**config.mk**
```make
export PLATFORM = sky130hd
export DESIGN_NAME = sci_intake
export DESIGN_NICKNAME = d
export VERILOG_FILES = /design/src/include/sci_pkg.sv /design/src/rtl/sci_intake.sv
export SDC_FILE = /design/constraint.sdc
export NUM_CORES = 1
export LEC_CHECK = 0
export ABC_AREA = 1
export BUFFER_PORTS_ARGS = -buffer_cell sky130_fd_sc_hd__buf_2
export CELL_PAD_IN_SITES_DETAIL_PLACEMENT = 1
export CELL_PAD_IN_SITES_GLOBAL_PLACEMENT = 1
export CORE_MARGIN = 2
export CORE_UTILIZATION = 35
export CTS_BUF_LIST = sky130_fd_sc_hd__clkbuf_16
export DETAILED_ROUTE_END_ITERATION = 6
export PLACE_DENSITY_LB_ADDON = 0.08
export SETUP_SLACK_MARGIN = 0.1
export SLEW_MARGIN = 5
export SYNTH_ARGS = -nofsm -noshare
export SYNTH_HDL_FRONTEND = slang
export SYNTH_SLANG_ARGS = --single-unit
```
**constraint.sdc**
```tcl
create_clock -name core_clk -period 2.58 [get_ports core_clk]
set_clock_uncertainty 0.15 [all_clocks]
set_input_delay 0 -clock core_clk [delete_from_list [all_inputs] [get_ports core_clk]]
set_output_delay 0 -clock core_clk [all_outputs]
set_load 0.1 [all_outputs]
```
**src/include/sci_pkg.sv**
```systemverilog
// constants for the serial command packet intake
// assumes a byte-wide uart receiver/transmitter and a byte-wide nv store on core_clk
package sci_pkg;
  localparam int MAX_PKT_CHARS = 1000;
  localparam int CNT_W = 10;
  localparam int NSET = 16;
  localparam int IDX_W = 4;
  localparam logic [7:0] TERM_CHAR = 8'h0d;
  localparam logic [7:0] NULL_CHAR = 8'h00;
  localparam logic [7:0] ACK_CHAR = 8'h06;
  localparam logic [7:0] SAVE_CH0 = 8'h5a;
  localparam logic [7:0] SAVE_CH1 = 8'h32;
  localparam logic [7:0] ERASE_VAL = 8'hff;
  localparam logic [7:0] RESET_VAL = 8'h00;
  localparam int WEAR_W = 17;
  localparam logic [16:0] WEAR_LIMIT = 17'h1_86a0;
  localparam logic [1:0] HS_NONE = 2'h0;
  localparam logic [1:0] HS_BUSY_READY = 2'h1;
  localparam logic [1:0] HS_MODEM = 2'h2;
  localparam logic RTS_BUSY_LVL = 1'b1;
endpackage

```
**src/rtl/sci_intake.sv**
```systemverilog
// serial command packet intake: parses two-byte commands, applies them to
// active settings, saves to / loads from nv store, paces the host.
// assumes rx/tx byte handshakes and nv store run on core_clk.
`timescale 1ns/1ns
module sci_intake #(
  parameter int NSET = sci_pkg::NSET,
  parameter int MAX_CHARS = sci_pkg::MAX_PKT_CHARS,
  parameter logic [16:0] WEAR_LIMIT = sci_pkg::WEAR_LIMIT
) (
  input wire logic core_clk,
  input wire logic arst_n,
  input wire logic rx_valid,
  input wire logic [7:0] rx_data,
  output logic rx_ready,
  output logic tx_valid,
  output logic [7:0] tx_data,
  input wire logic tx_ready,
  input wire logic [1:0] hs_mode,
  input wire logic ack_en,
  output logic rts_out,
  input wire logic bc_valid,
  input wire logic [3:0] bc_idx,
  input wire logic [7:0] bc_val,
  output logic bc_ready,
  input wire logic fw_update,
  output logic nv_req,
  output logic nv_we,
  output logic [3:0] nv_addr,
  output logic [7:0] nv_wdata,
  input wire logic [7:0] nv_rdata,
  input wire logic nv_ack,
  input wire logic [3:0] cfg_idx,
  output logic [7:0] cfg_data,
  output logic load_done,
  output logic nv_worn
);
  typedef enum logic [2:0] {ST_LOAD, ST_IDLE, ST_EXEC, ST_NVWR, ST_ERASE, ST_ACK} sci_state_t;

  sci_state_t state_q;
  logic [7:0] act_q [NSET];
  logic [3:0] ptr_q;
  logic [9:0] cnt_q;
  logic half_q;
  logic [7:0] cmd0_q;
  logic [7:0] cmd1_q;
  logic fw_pend_q;
  logic [16:0] wear_q;
  logic load_done_q;
  logic [7:0] cfg_data_q;
  logic [7:0] tx_data_q;

  ////////////////////////////////////////////////////////////////////////
  // decode
  wire idle = (state_q == ST_IDLE);
  wire rx_take = rx_valid && rx_ready;
  wire bc_take = bc_valid && bc_ready;
  wire is_term = (rx_data == sci_pkg::TERM_CHAR);
  wire lead_null = (rx_data == sci_pkg::NULL_CHAR) && (cnt_q == '0);
  wire room = (cnt_q < 10'(MAX_CHARS));
  wire is_save = (cmd0_q == sci_pkg::SAVE_CH0) && (cmd1_q == sci_pkg::SAVE_CH1);
  wire nv_walk = (state_q == ST_LOAD) || (state_q == ST_NVWR) || (state_q == ST_ERASE);
  wire walk_last = nv_ack && (ptr_q == 4'(NSET - 1));
  wire after_cmd_ack = ack_en;

  assign rx_ready = idle && !bc_valid && !fw_pend_q;
  assign bc_ready = idle && !fw_pend_q;
  assign rts_out = (hs_mode != sci_pkg::HS_NONE && !idle) ? sci_pkg::RTS_BUSY_LVL : !sci_pkg::RTS_BUSY_LVL;
  assign tx_valid = (state_q == ST_ACK);
  assign tx_data = tx_data_q;
  assign nv_req = nv_walk;
  assign nv_we = (state_q == ST_NVWR) || (state_q == ST_ERASE);
  assign nv_addr = ptr_q;
  assign nv_wdata = (state_q == ST_ERASE) ? sci_pkg::ERASE_VAL : act_q[ptr_q];
  assign cfg_data = cfg_data_q;
  assign load_done = load_done_q;
  assign nv_worn = (wear_q >= WEAR_LIMIT);

  ////////////////////////////////////////////////////////////////////////
  // control
  always_ff @(posedge core_clk or negedge arst_n) begin
    if (!arst_n) begin
      state_q <= ST_LOAD;
      ptr_q <= '0;
      load_done_q <= 1'b0;
      tx_data_q <= sci_pkg::RESET_VAL;
    end else begin
      unique case (state_q)
        ST_LOAD: begin
          if (nv_ack) begin
            ptr_q <= ptr_q + 4'h1;
          end
          if (walk_last) begin
            state_q <= ST_IDLE;
            load_done_q <= 1'b1;
          end
        end
        ST_IDLE: begin
          ptr_q <= '0;
          if (fw_pend_q) begin
            state_q <= ST_ERASE;
          end else if (bc_take) begin
            state_q <= ST_NVWR;
          end else if (rx_take && !is_term && !lead_null && room && half_q) begin
            state_q <= ST_EXEC;
          end
        end
        ST_EXEC: begin
          if (is_save) begin
            state_q <= ST_NVWR;
          end else begin
            state_q <= after_cmd_ack ? ST_ACK : ST_IDLE;
          end
          tx_data_q <= sci_pkg::ACK_CHAR;
        end
        ST_NVWR, ST_ERASE: begin
          if (nv_ack) begin
            ptr_q <= ptr_q + 4'h1;
          end
          if (walk_last) begin
            state_q <= (after_cmd_ack && state_q == ST_NVWR) ? ST_ACK : ST_IDLE;
          end
          tx_data_q <= sci_pkg::ACK_CHAR;
        end
        ST_ACK: begin
          if (tx_ready) begin
            state_q <= ST_IDLE;
          end
        end
        default: begin
          state_q <= ST_IDLE;
        end
      endcase
    end
  end

  // character counting and command assembly
  always_ff @(posedge core_clk or negedge arst_n) begin
    if (!arst_n) begin
      cnt_q <= '0;
      half_q <= 1'b0;
      cmd0_q <= sci_pkg::RESET_VAL;
      cmd1_q <= sci_pkg::RESET_VAL;
    end else if (rx_take) begin
      if (is_term) begin
        cnt_q <= '0;
        half_q <= 1'b0;
      end else if (!lead_null && room) begin
        cnt_q <= cnt_q + 10'h001;
        half_q <= !half_q;
        if (half_q) begin
          cmd1_q <= rx_data;
        end else begin
          cmd0_q <= rx_data;
        end
      end
    end
  end

  // firmware update request; a new request wins over the clear
  always_ff @(posedge core_clk or negedge arst_n) begin
    if (!arst_n) begin
      fw_pend_q <= 1'b0;
    end else begin
      fw_pend_q <= fw_update || (fw_pend_q && !idle);
    end
  end

  // save counter for nv wear
  always_ff @(posedge core_clk or negedge arst_n) begin
    if (!arst_n) begin
      wear_q <= '0;
    end else if (state_q == ST_NVWR && walk_last && !nv_worn) begin
      wear_q <= wear_q + 17'h0_0001;
    end
  end

  // active settings, volatile only
  always_ff @(posedge core_clk or negedge arst_n) begin
    if (!arst_n) begin
      for (int i = 0; i < NSET; i++) begin
        act_q[i] <= sci_pkg::RESET_VAL;
      end
      cfg_data_q <= sci_pkg::RESET_VAL;
    end else begin
      cfg_data_q <= act_q[cfg_idx];
      if (state_q == ST_LOAD && nv_ack) begin
        act_q[ptr_q] <= nv_rdata;
      end else if (state_q == ST_EXEC && !is_save) begin
        act_q[cmd0_q[3:0]] <= cmd1_q;
      end else if (bc_take && !fw_pend_q) begin
        act_q[bc_idx] <= bc_val;
      end
    end
  end

  ////////////////////////////////////////////////////////////////////////
  // checks
  a_rx_held_busy: assert property (@(posedge core_clk) disable iff (!arst_n)
    !idle |-> !rx_ready) else $error("command taken while busy");

  a_rts_busy_exec: assert property (@(posedge core_clk) disable iff (!arst_n)
    (state_q == ST_EXEC && hs_mode != sci_pkg::HS_NONE) |-> rts_out == sci_pkg::RTS_BUSY_LVL)
    else $error("rts not busy during execution");

  a_ack_after_cmd: assert property (@(posedge core_clk) disable iff (!arst_n)
    (state_q == ST_EXEC && !is_save && ack_en) |=> tx_valid && tx_data == sci_pkg::ACK_CHAR)
    else $error("no ack after command");

  a_nv_write_save: assert property (@(posedge core_clk) disable iff (!arst_n)
    $rose(nv_we) |-> $past(state_q == ST_EXEC && is_save) || $past(bc_take) || $past(fw_pend_q && idle))
    else $error("nv written outside save");

  a_save_walk: assert property (@(posedge core_clk) disable iff (!arst_n)
    (state_q == ST_EXEC && is_save) |=> state_q == ST_NVWR && ptr_q == 4'h0 && nv_we)
    else $error("save command did not start nv write");

  a_bc_saves: assert property (@(posedge core_clk) disable iff (!arst_n)
    (bc_take && !fw_pend_q) |=> state_q == ST_NVWR && act_q[$past(bc_idx)] == $past(bc_val))
    else $error("barcode setting not saved");

  a_erase_data: assert property (@(posedge core_clk) disable iff (!arst_n)
    (fw_pend_q && idle) |=> nv_we && nv_wdata == sci_pkg::ERASE_VAL)
    else $error("firmware update did not erase");

  a_load_first: assert property (@(posedge core_clk) disable iff (!arst_n)
    (state_q == ST_LOAD) |-> !load_done && !rx_ready && !nv_we) else $error("active used before load");

  a_len_cap: assert property (@(posedge core_clk) disable iff (!arst_n)
    cnt_q <= 10'(MAX_CHARS)) else $error("packet count beyond limit");

  a_drop_over: assert property (@(posedge core_clk) disable iff (!arst_n)
    (rx_take && !room && !is_term) |=> $stable(cmd0_q) && $stable(cmd1_q) && idle)
    else $error("over-length character used");
endmodule

```
==> results of run 1 <==
-- final cells by class --
class	count	area [um^2]	share of cell area, %
Clock buffer	17	425	2.26
Clock inverter	15	141	0.750
Inverter	218	838	4.45
Multi-Input combinational cell	1859	9430	50.0
Sequential cell	190	4770	25.3
Tap cell	585	732	3.88
Timing Repair Buffer	256	2500	13.3
Timing Repair inverter	3	15.0	0.0796
-- path summary, 6_finish.rpt --
path,start,slack [ns],end
max reg2reg,nv_addr[0],0.05,act_q[95]
min in group asynchronous,arst_n,0.47,act_q[91]
max,nv_addr[0],0.05,act_q[95]
min,fw_update,0.04,fw_pend_q
min reg2reg,wear_q[16],0.33,wear_q[16]
max in group asynchronous,arst_n,1.41,act_q[17]
-- what timing repair did --
action	CTS	global route
gates cloned	5	8
pin swaps	30	19
hold buffers	39	0
setup buffers	6	19
endpoints found under the hold margin	286	0
endpoints found under the setup margin	8	128
resized for setup	93	109
-- metrics by stage --
step           utilization (%)  setup WS (ns)  power [uW]
3_3_place_gp              39.3          0.232       13500
6_report                  43.8         0.0453       18000
4_1_cts                   42.5         0.0352       17200
5_1_grt                   43.8        0.00361       18900
2_1_floorplan                -         0.0480        9990
3_5_place_dp              39.3          0.176       13700
-- state kept, by name, summed over array words and instances, names as in the netlist --
| name | flops |
|---|---|
| half_q | 1 |
| act_q | 128 |
| cmd1_q | 8 |
| fw_pend_q | 1 |
| state_q | 3 |
| cnt_q | 10 |
| load_done | 1 |
| cmd0_q | 8 |
| tx_data | 1 |
| cfg_data | 8 |
| wear_q | 17 |
| nv_addr | 4 |
-- synthesized netlist by cell type, types with 2 or more instances --
library cell / instances / area, um^2
nand3_4: 2 / 35.0
buf_2: 45 / 225
inv_2: 22 / 82.6
buf_1: 8 / 30.0
ha_1: 8 / 100
o21ai_1: 9 / 45.0
o21ai_0: 222 / 1110
nor2_2: 17 / 106
a21oi_1: 52 / 260
buf_6: 6 / 67.6
nand2_4: 11 / 124
o22ai_1: 17 / 106
clkbuf_1: 59 / 221
nand2_1: 621 / 2330
nor3_1: 13 / 65.1
o211ai_1: 12 / 90.1
xnor2_1: 2 / 17.5
nand3b_1: 4 / 30.0
nor2_4: 3 / 33.8
buf_8: 2 / 30.0
buf_4: 21 / 158
or2_2: 2 / 12.5
nand3_1: 353 / 1770
nand4_1: 146 / 913
nor2_1: 277 / 1040
o211ai_4: 9 / 191
dfrtp_1: 190 / 4750
nand2_2: 25 / 156
o221ai_1: 11 / 96.3
o211ai_2: 6 / 75.1
clkinv_1: 5 / 18.8
inv_1: 191 / 717
xor2_1: 17 / 149
-- power groups by stage --
stage	combinational, uW	sequential (uW)	clock [uW]
after detailed placement	9330	4320	0
after global placement	9200	4290	0
after global routing	11500	4410	2930
after CTS	10100	4300	2820
final	11000	4340	2750
after floorplan	5690	4300	0
-- metal layers --
layer  up-vias  global-route usage, %  wire length, um
met4         0                   16.4             3910
met5         -                      0                0
met2       691                   52.2            34100
li1       8297                      -                -
met3       180                   6.72             5770
met1      8971                   45.3            33000
-- cells by family (layout without fill, tap and decap cells) --
family | Yosys count | count (layout)
AND/OR/NAND/NOR | 1481 | 1484
buffers and inverters | 360 | 509
AO/OA/AOI/OAI | 342 | 342
flip-flops | 190 | 190
XOR/XNOR | 19 | 19
adder cells (fa/ha/maj) | 8 | 8
other | 1 | 6
-- worst max-delay path, stage by stage (launching register included) --
cell and delay (ns):
dfrtp_4 0.55, clkinvlp_4 0.16, buf_4 0.16, ha_2 0.20
clkinvlp_4 0.27, nor2_2 0.42, nand2_1 0.10, nand3_1 0.16
nand3_1 0.19, nand2_1 0.10
==> impl_metrics.yaml, run 1 <==
sta:
  hold_slack_ns: 0.0449
  relSlewSlack_pct: 50.4
  final_max_slew_viol_count: 0
  min_period_ns: 2.53
  rsz0062_at_grt: "yes"
  setup_tns_ns: 0
  tightest_slew_ns: 0.740
  setup_viol: 0
  post-route-period-util_pct: 98.2
  final_hold_viol_count: 0
  max_freq_ghz: 0.395
route:
  drt_drc_violations_left: 0
  vias: 18100
  drt-total-wl_um: 76800
  drtAntennaViolNets: 0
  dr.pass1.iters: 6
  drt-initial-drc-count: 1758
  routedWlPerCell_um: 24.4
  avgViaCountPerCell: 5.77
placement:
  dp.cells: 3034
  dp_hpwl_um: 53200
  gp_congestion: 0.912
  postPlaceCellArea_um2: 16900
  port_buffers: 71
logic_synthesis:
  synthAdderAreaFrac_pct: 0.654
  yosysSeqAreaShare_pct: 31.1
  synth-seq-cells: 190
  synth.distinct_cells: 46
  synth_area_um2: 15300
  synth-simple-area-share_pct: 43.8
  synthFlopType: "dfrtp_1"
  muxShareOfSynthArea_pct: 0
  syn-mean-instance-area_um2: 6.37
  synth_xor_area_share_pct: 1.09
  yosysWarningCount: 0
  synthCells: 2401
  synth_edf_count: 0
  synth_compound_area_share_pct: 13.1
  synth_top_family_by_area: "simple AND/OR/NAND/NOR gates"
  synthArstFlopShare_pct: 100
floorplanning:
  core_um2: 43100
  die_area_um2: 45400
  io_pins: 78
  rows: 76
  initial_core_util_pct: 35.5
  die_x_um: 213
  fp.dieH_um: 213
critical_path:
  setup.worst_path.end_class: "flip-flop"
  worstSetupPathType: "reg -> reg"
  startpoint_type: "flip-flop"
  cp_max_fo: 8
  arrival_ns: 2.84
  cp.required_ns: 2.88
  reg2reg_depth: 9
power:
  ir_drop_uv: 890
  p_comb_share_pct: 60.8
  intPower_uw: 8320
  pwr_density_cell_nw_per_um2: 957
  power_frac_clock_pct: 15.2
  swShare_pct: 53.9
  p_leak_uw: 0.00924
  switchingPower_uw: 9720
  p_seq_share_pct: 24.0
grt:
  grt_pass1_vias: 17700
  grt_pass1_wl_um: 113000
  antenna_found_initial: 0
  grt_max_degree: 124
  grt_use_total_pct: 33.8
  overflow: 0
cts:
  htree_levels: 4
  clock_latency_ns: 0.52
  numCtsBuffers: 17
  path_clk_slew_ns: 0.08
  cts_sinks: 190
  cts_tree: "done"
  cts_root_buffer: "clkbuf_16"
  clk_path_buf_depth: 2
layout:
  diodes: 0
  area_growth_pct: 23.2
  mostFrequentLayoutCell: "nand2_1"
  final_cell_mix: "nand2_1 (607), nand3_1 (353), nor2_1 (259)"
  final_cells: 3143
  nNetsFinal: 2595
  stdcell_area_um2: 18900
  fillers: 5541
  post_route_cells_drive_above_1_share_pct: 17.5
outcome:
  status: "finished clean"
min_path:
  min_path_type: "in -> reg"
  hold_path_depth: 3
job:
  maxCapViolations: 0
No activity file was read; power rests on OpenSTA's default activity.
==> run 2: changes to the inputs <==
--- a/config.mk
+++ b/config.mk
@@ -15,7 +15,7 @@
 export DETAILED_ROUTE_END_ITERATION = 6
 export PLACE_DENSITY_LB_ADDON = 0.08
 export SETUP_SLACK_MARGIN = 0.1
-export SLEW_MARGIN = 5
+export SLEW_MARGIN = 40
 export SYNTH_ARGS = -nofsm -noshare
 export SYNTH_HDL_FRONTEND = slang
 export SYNTH_SLANG_ARGS = --single-unit
==> constraint.sdc (replaced) <==
create_clock -name core_clk -period 2.58 [get_ports core_clk]
set_clock_uncertainty 0.15 [all_clocks]
set_input_delay 0.258 -clock core_clk [delete_from_list [all_inputs] [get_ports core_clk]]
set_output_delay 0.258 -clock core_clk [all_outputs]
set_load 0.1 [all_outputs]
==> run 2 against run 1 <==
The run now ends with DRC, setup timing left. Worst setup slack lost 0.28 ns. Sequential power is essentially flat. Clock power grew 7%. Register-to-register slack gained 0.02 ns. First-iteration DRC count grew 0.63%. Global-route usage grew 1.1 points. Core utilization grew 0.42 points. Combinational power grew 4%. Critical path depth is the same. Non-clock buffer count shrank 5. Critical endpoint is now nv_wdata[1].
==> impl_metrics.yaml, run 2 (same netlist as run 1, synthesis figures left out) <==
critical_path:
  arrival_ns: 2.41
  startpoint_type: "flip-flop"
  cp.required_ns: 2.17
  cp_max_fo: 8
  r2r_start: "nv_addr[0]"
  r2r_slack_ns: 0.07
  worstSetupPathType: "reg -> out"
  setup.worst_path.end_class: "output pin"
  startpoint: "nv_addr[0]"
cts:
  cts_root_buffer: "clkbuf_16"
  numCtsBuffers: 17
  cts_tree: "done"
  clock_latency_ns: 0.52
  htree_levels: 4
  cts_sinks: 190
  path_clk_slew_ns: 0.08
  clk_path_buf_depth: 2
layout:
  post_route_cells_drive_above_1_share_pct: 18.8
  final_cell_mix: "nand2_1 (600), nand3_1 (335), nor2_1 (260)"
  largest_reg_flops: 128
  final_cells: 3142
  diodes: 0
  stdcell_area_um2: 19000
  top_register: "act_q"
  reg.largest.list: "act_q x128, wear_q x17, cnt_q x10"
  nNetsFinal: 2594
  mostFrequentLayoutCell: "nand2_1"
  finish.utilization_pct: 44.2
  area_growth_pct: 24.4
route:
  dr.pass1.iters: 7
  top_layer: "met4"
  met3_length_um: 5970
  vias: 18400
  avgViaCountPerCell: 5.85
  routedWlPerCell_um: 25.5
  met2_length_um: 35700
  wirelength_met1_um: 33400
  drt_drc_violations_left: 2
  drtAntennaViolNets: 0
  drt-initial-drc-count: 1769
  drt-total-wl_um: 80100
placement:
  dp_hpwl_um: 54500
  port_buffers: 71
  gp_congestion: 0.951
  dp.cells: 3038
  postPlaceCellArea_um2: 17000
  post-place-ws_ns: 0.0820
power:
  intPower_uw: 8540
  p_leak_uw: 0.00935
  pwr_density_cell_nw_per_um2: 979
  swShare_pct: 54.2
  ir_drop_uv: 922
  p_comb_share_pct: 61.1
  power_frac_clock_pct: 15.8
  switchingPower_uw: 10100
  p_seq_share_pct: 23.2
grt:
  antenna_found_initial: 1
  overflow: 0
  grt_max_degree: 122
  grt_pass1_vias: 18000
  grt_use_total_pct: 35.0
  grt_pass1_wl_um: 116000
sta:
  final_max_slew_viol_count: 0
  setup_viol: 8
  hold_slack_ns: 0.0240
  rsz0062_at_grt: "yes"
  final_hold_viol_count: 0
  max_freq_ghz: 0.355
  post-route-period-util_pct: 109
  relSlewSlack_pct: 51.2
  min_period_ns: 2.81
  tightest_slew_ns: 0.731
  worst_slack_ns: -0.234
floorplanning:
  initial_core_util_pct: 35.5
  die_area_um2: 45400
  io_pins: 78
  rows: 76
  fp.dieH_um: 213
  core_um2: 43100
  die_x_um: 213
job:
  maxCapViolations: 0
min_path:
  min_path_type: "in -> reg"
  min_from: "nv_rdata[0]"
outcome:
  status: "finished with violations"
  violations: "DRC, setup timing"
-- run 2: cell count changes in the layout (fill, tap and decap cells not counted), moves of 5 or more --
cell / change
dlygate4sd3_1: -23
buf_4: +9
o21ai_2: -7
a21oi_2: -6
buf_12: +5
nand2_1: -7
nand2_2: +10
o21ai_0: +10
nand3_2: +17
a21oi_1: +7
clkinv_8: +10
nand3_1: -18
-- run 2: repair_timing --
item | 4_1_cts | 5_1_grt
resized for setup | 72 | 122
cloned | 5 | 16
endpoints found under the setup margin | 9 | 137
setup buffers | 7 | 29
pin swaps | 20 | 48
endpoints found under the hold margin | 217 | 0
hold buffers | 15 | 0
-- run 2: power by group through the flow --
stage               clock network (uW)  logic (uW)  registers [uW]
finish                            2940       11400            4310
detailed placement                   0        9370            4330
CTS                               3010       10000            4320
global route                      3100       11900            4380
floorplan                            0        5790            4300
global placement                     0        9200            4300
-- run 2: area by class of cell --
cell class | instances | area (um^2)
fillers | 5508 | 24000
multi-input cells | 1858 | 9450
flip-flops and latches | 190 | 4760
repair buffers | 251 | 2550
inverters | 218 | 845
well taps | 585 | 732
clock buffers | 17 | 425
clock inverters | 15 | 219
repair inverters | 8 | 53.8
-- run 2: metal layers --
layer | up-vias | GRT usage (%)
met4 | 0 | 19.5
met2 | 831 | 54.1
li1 | 8294 | -
met3 | 242 | 6.52
met1 | 9021 | 45.9
met5 | - | 0
-- run 2: worst max-delay path, cell delays in order (launching register included) --
cell	delay, ns
dfrtp_4	0.51
buf_12	0.16
buf_12	0.14
buf_16	0.15
a21oi_2	0.11
o21ai_1	0.10
o21ai_1	0.13
nand2_1	0.15
nand4_1	0.21
buf_12	0.21
-- run 2: through the flow --
stage / power (uW) / setup TNS, ns
after floorplan: 10100 / -0.210
after global placement: 13500 / 0
after detailed placement: 13700 / 0
after CTS: 17400 / -1.61
after global routing: 19400 / -2.00
final: 18600 / -1.51
-- run 2: final timing paths --
kind                                     to  cells past startpoint
worst max-delay path            nv_wdata[1]                      9
worst min-delay path               act_q[0]                      5
worst max register to register    act_q[93]                     13
worst min register to register   wear_q[16]                      2
max in group asynchronous         wear_q[1]                      3
min in group asynchronous         act_q[95]                      2
==> run 3: changes to the inputs <==
--- a/config.mk
+++ b/config.mk
@@ -12,6 +12,7 @@
 export CORE_MARGIN = 2
 export CORE_UTILIZATION = 35
 export CTS_BUF_LIST = sky130_fd_sc_hd__clkbuf_16
+export CTS_CLUSTER_SIZE = 14
 export DETAILED_ROUTE_END_ITERATION = 6
 export PLACE_DENSITY_LB_ADDON = 0.08
 export SETUP_SLACK_MARGIN = 0.1
==> constraint.sdc (replaced) <==
create_clock -name core_clk -period 2.56 [get_ports core_clk]
set_clock_uncertainty 0.15 [all_clocks]
set_input_delay 0.256 -clock core_clk [delete_from_list [all_inputs] [get_ports core_clk]]
set_output_delay 0.256 -clock core_clk [all_outputs]
set_load 0.1 [all_outputs]
==> run 3 against run 2 <==
The run ends with setup timing left. Total power fell by 5.1%. Combinational power fell by 7%. Cell count fell by 1.3%. Cell area fell by 3.5%. Global-route usage fell by 1.2 points. Sequential power rose by 2%. Core utilization fell by 1.6 points. Register-to-register slack improved by 0.09 ns. Wire length fell by 4.9%. Count of clock-buffer cells in the layout did not move. Hold slack improved by 0.024 ns. First-iteration DRC count rose by 17%. Highest routed layer unchanged.
==> impl_metrics.yaml, run 3 (same netlist as run 1, synthesis figures left out) <==
critical_path:
  cp.required_ns: 2.15
  arrival_ns: 2.30
  path_cells: "buf_12, buf_16, o21ai_2, o21ai_2, buf_4, nand2_1, nand4_1, buf_12"
  r2r_slack_ns: 0.16
  slowest_stage: "dfrtp_4"
  setup.worst_path.end_class: "output pin"
  cp_max_fo: 6
  worstSetupPathType: "reg -> out"
  startpoint_type: "flip-flop"
  worst_path_largest_cell_delay_ns: 0.54
  cp_num_buf_inv: 4
  cp_top_family: "buffers and inverters"
cts:
  clock_latency_ns: 0.50
  cts_root_buffer: "clkbuf_16"
  numCtsBuffers: 17
  path_clk_slew_ns: 0.08
  htree_levels: 4
  cts_tree: "done"
  clk_path_buf_depth: 2
  cts_sinks: 190
placement:
  dp_hpwl_um: 53900
  gp_congestion: 0.935
  port_buffers: 71
layout:
  seq_area_um2: 4760
  largest_reg_flops: 128
  area_growth_pct: 20.0
  reg.largest.list: "act_q x128, wear_q x17, cnt_q x10"
  mostFrequentLayoutCell: "nand2_1"
  nNetsFinal: 2553
  diodes: 0
  final_cell_mix: "nand2_1 (618), nand3_1 (351), nor2_1 (270)"
  fillers: 5610
  multi_input_area_um2: 9220
  post_route_cells_drive_above_1_share_pct: 15.3
  top_register: "act_q"
grt:
  antenna_found_initial: 0
  grt_pass1_wl_um: 112000
  grt_pass1_vias: 17400
  grt_use_total_pct: 33.8
  overflow: 0
  grt_max_degree: 122
route:
  routedWlPerCell_um: 24.6
  dr.pass1.iters: 6
  avgViaCountPerCell: 5.76
  vias: 17800
  drtAntennaViolNets: 0
  drt-initial-drc-count: 2072
  drt_drc_violations_left: 0
  drt-total-wl_um: 76200
floorplanning:
  die_area_um2: 45400
  core_um2: 43100
  die_x_um: 213
  io_pins: 78
  rows: 76
  fp.dieH_um: 213
  initial_core_util_pct: 35.5
sta:
  worst_slack_ns: -0.149
  rsz0062_at_grt: "yes"
  final_hold_viol_count: 0
  relSlewSlack_pct: 53.5
  setup_viol: 8
  min_period_ns: 2.71
  post-route-period-util_pct: 106
  max_freq_ghz: 0.369
  setup_tns_ns: -0.764
  final_max_slew_viol_count: 0
  tightest_slew_ns: 0.697
power:
  p_leak_uw: 0.00908
  p_total_uw: 17700
  ir_drop_uv: 922
  pwr_density_cell_nw_per_um2: 963
min_path:
  min_path_type: "in -> reg"
outcome:
  violations: "setup timing"
  status: "finished with violations"
job:
  maxCapViolations: 0
-- run 3: final timing paths --
path,start,cells past startpoint,to
min in group asynchronous,arst_n,2,act_q[81]
max in group asynchronous,arst_n,3,wear_q[0]
worst min register to register,wear_q[16],2,wear_q[16]
worst min-delay path,bc_valid,5,state_q[2]
worst max-delay path,nv_addr[0],8,nv_wdata[6]
worst max register to register,nv_addr[1],9,act_q[89]
-- run 3: timing repair --
item,4_1_cts,5_1_grt
setup buffers,3,10
pin swaps,11,18
endpoints found under the hold margin,95,0
setup endpoints to repair,10,121
hold buffers,16,0
cloned,4,6
resized for setup,58,52
-- run 3: stage by stage --
step / cells / instance area, um^2 / hold slack [ns] / setup slack (ns) / utilization, %
global placement: 3030 / 17000 / 0.124 / 0.0309 / 39.5
detailed placement: 3030 / 17000 / 0.128 / 0.0102 / 39.5
CTS: 3084 / 18000 / 0.0268 / -0.180 / 41.7
floorplan: 2406 / 15400 / -0.190 / -0.0644 / -
global route: 3100 / 18400 / 0.0631 / -0.177 / 42.6
finish: 3100 / 18400 / 0.0481 / -0.149 / 42.6
-- run 3: per-layer routing --
layer | up-vias | routed length, um | GRT usage [%] | part of all wire [%]
met5 | - | 0 | 0 | 0
met4 | 0 | 3630 | 14.8 | 4.8
met3 | 180 | 5790 | 5.44 | 7.6
met2 | 750 | 32400 | 50.3 | 43
met1 | 8714 | 34300 | 48.2 | 45
li1 | 8202 | - | - | -
-- run 3: final cells by class --
| cell class | instances | area share (%) |
|---|---|---|
| multi-input combinational | 1857 | 50.2 |
| sequential | 190 | 26.0 |
| timing repair buffer | 218 | 12.3 |
| inverter | 218 | 4.48 |
| tap | 585 | 3.99 |
| clock buffer | 17 | 2.32 |
| clock inverter | 14 | 0.729 |
| timing repair inverter | 1 | 0.0273 |
-- run 3: worst reg2reg max path: stages, from the launching register on --
cell and delay (ns):
dfrtp_4 0.56, inv_2 0.09, buf_4 0.15, ha_1 0.17
inv_1 0.32, o21ai_0 0.16, o21ai_0 0.22, inv_2 0.19
nand3_1 0.20, nand2_1 0.07
-- run 3: power breakdown --
| group | switching, uW | internal (uW) | leakage [uW] |
|---|---|---|---|
| registers | 738 | 3640 | 0.00255 |
| clock network | 1390 | 1350 | 0.000271 |
| logic | 7440 | 3120 | 0.00626 |
| total | 9570 | 8110 | 0.00908 |
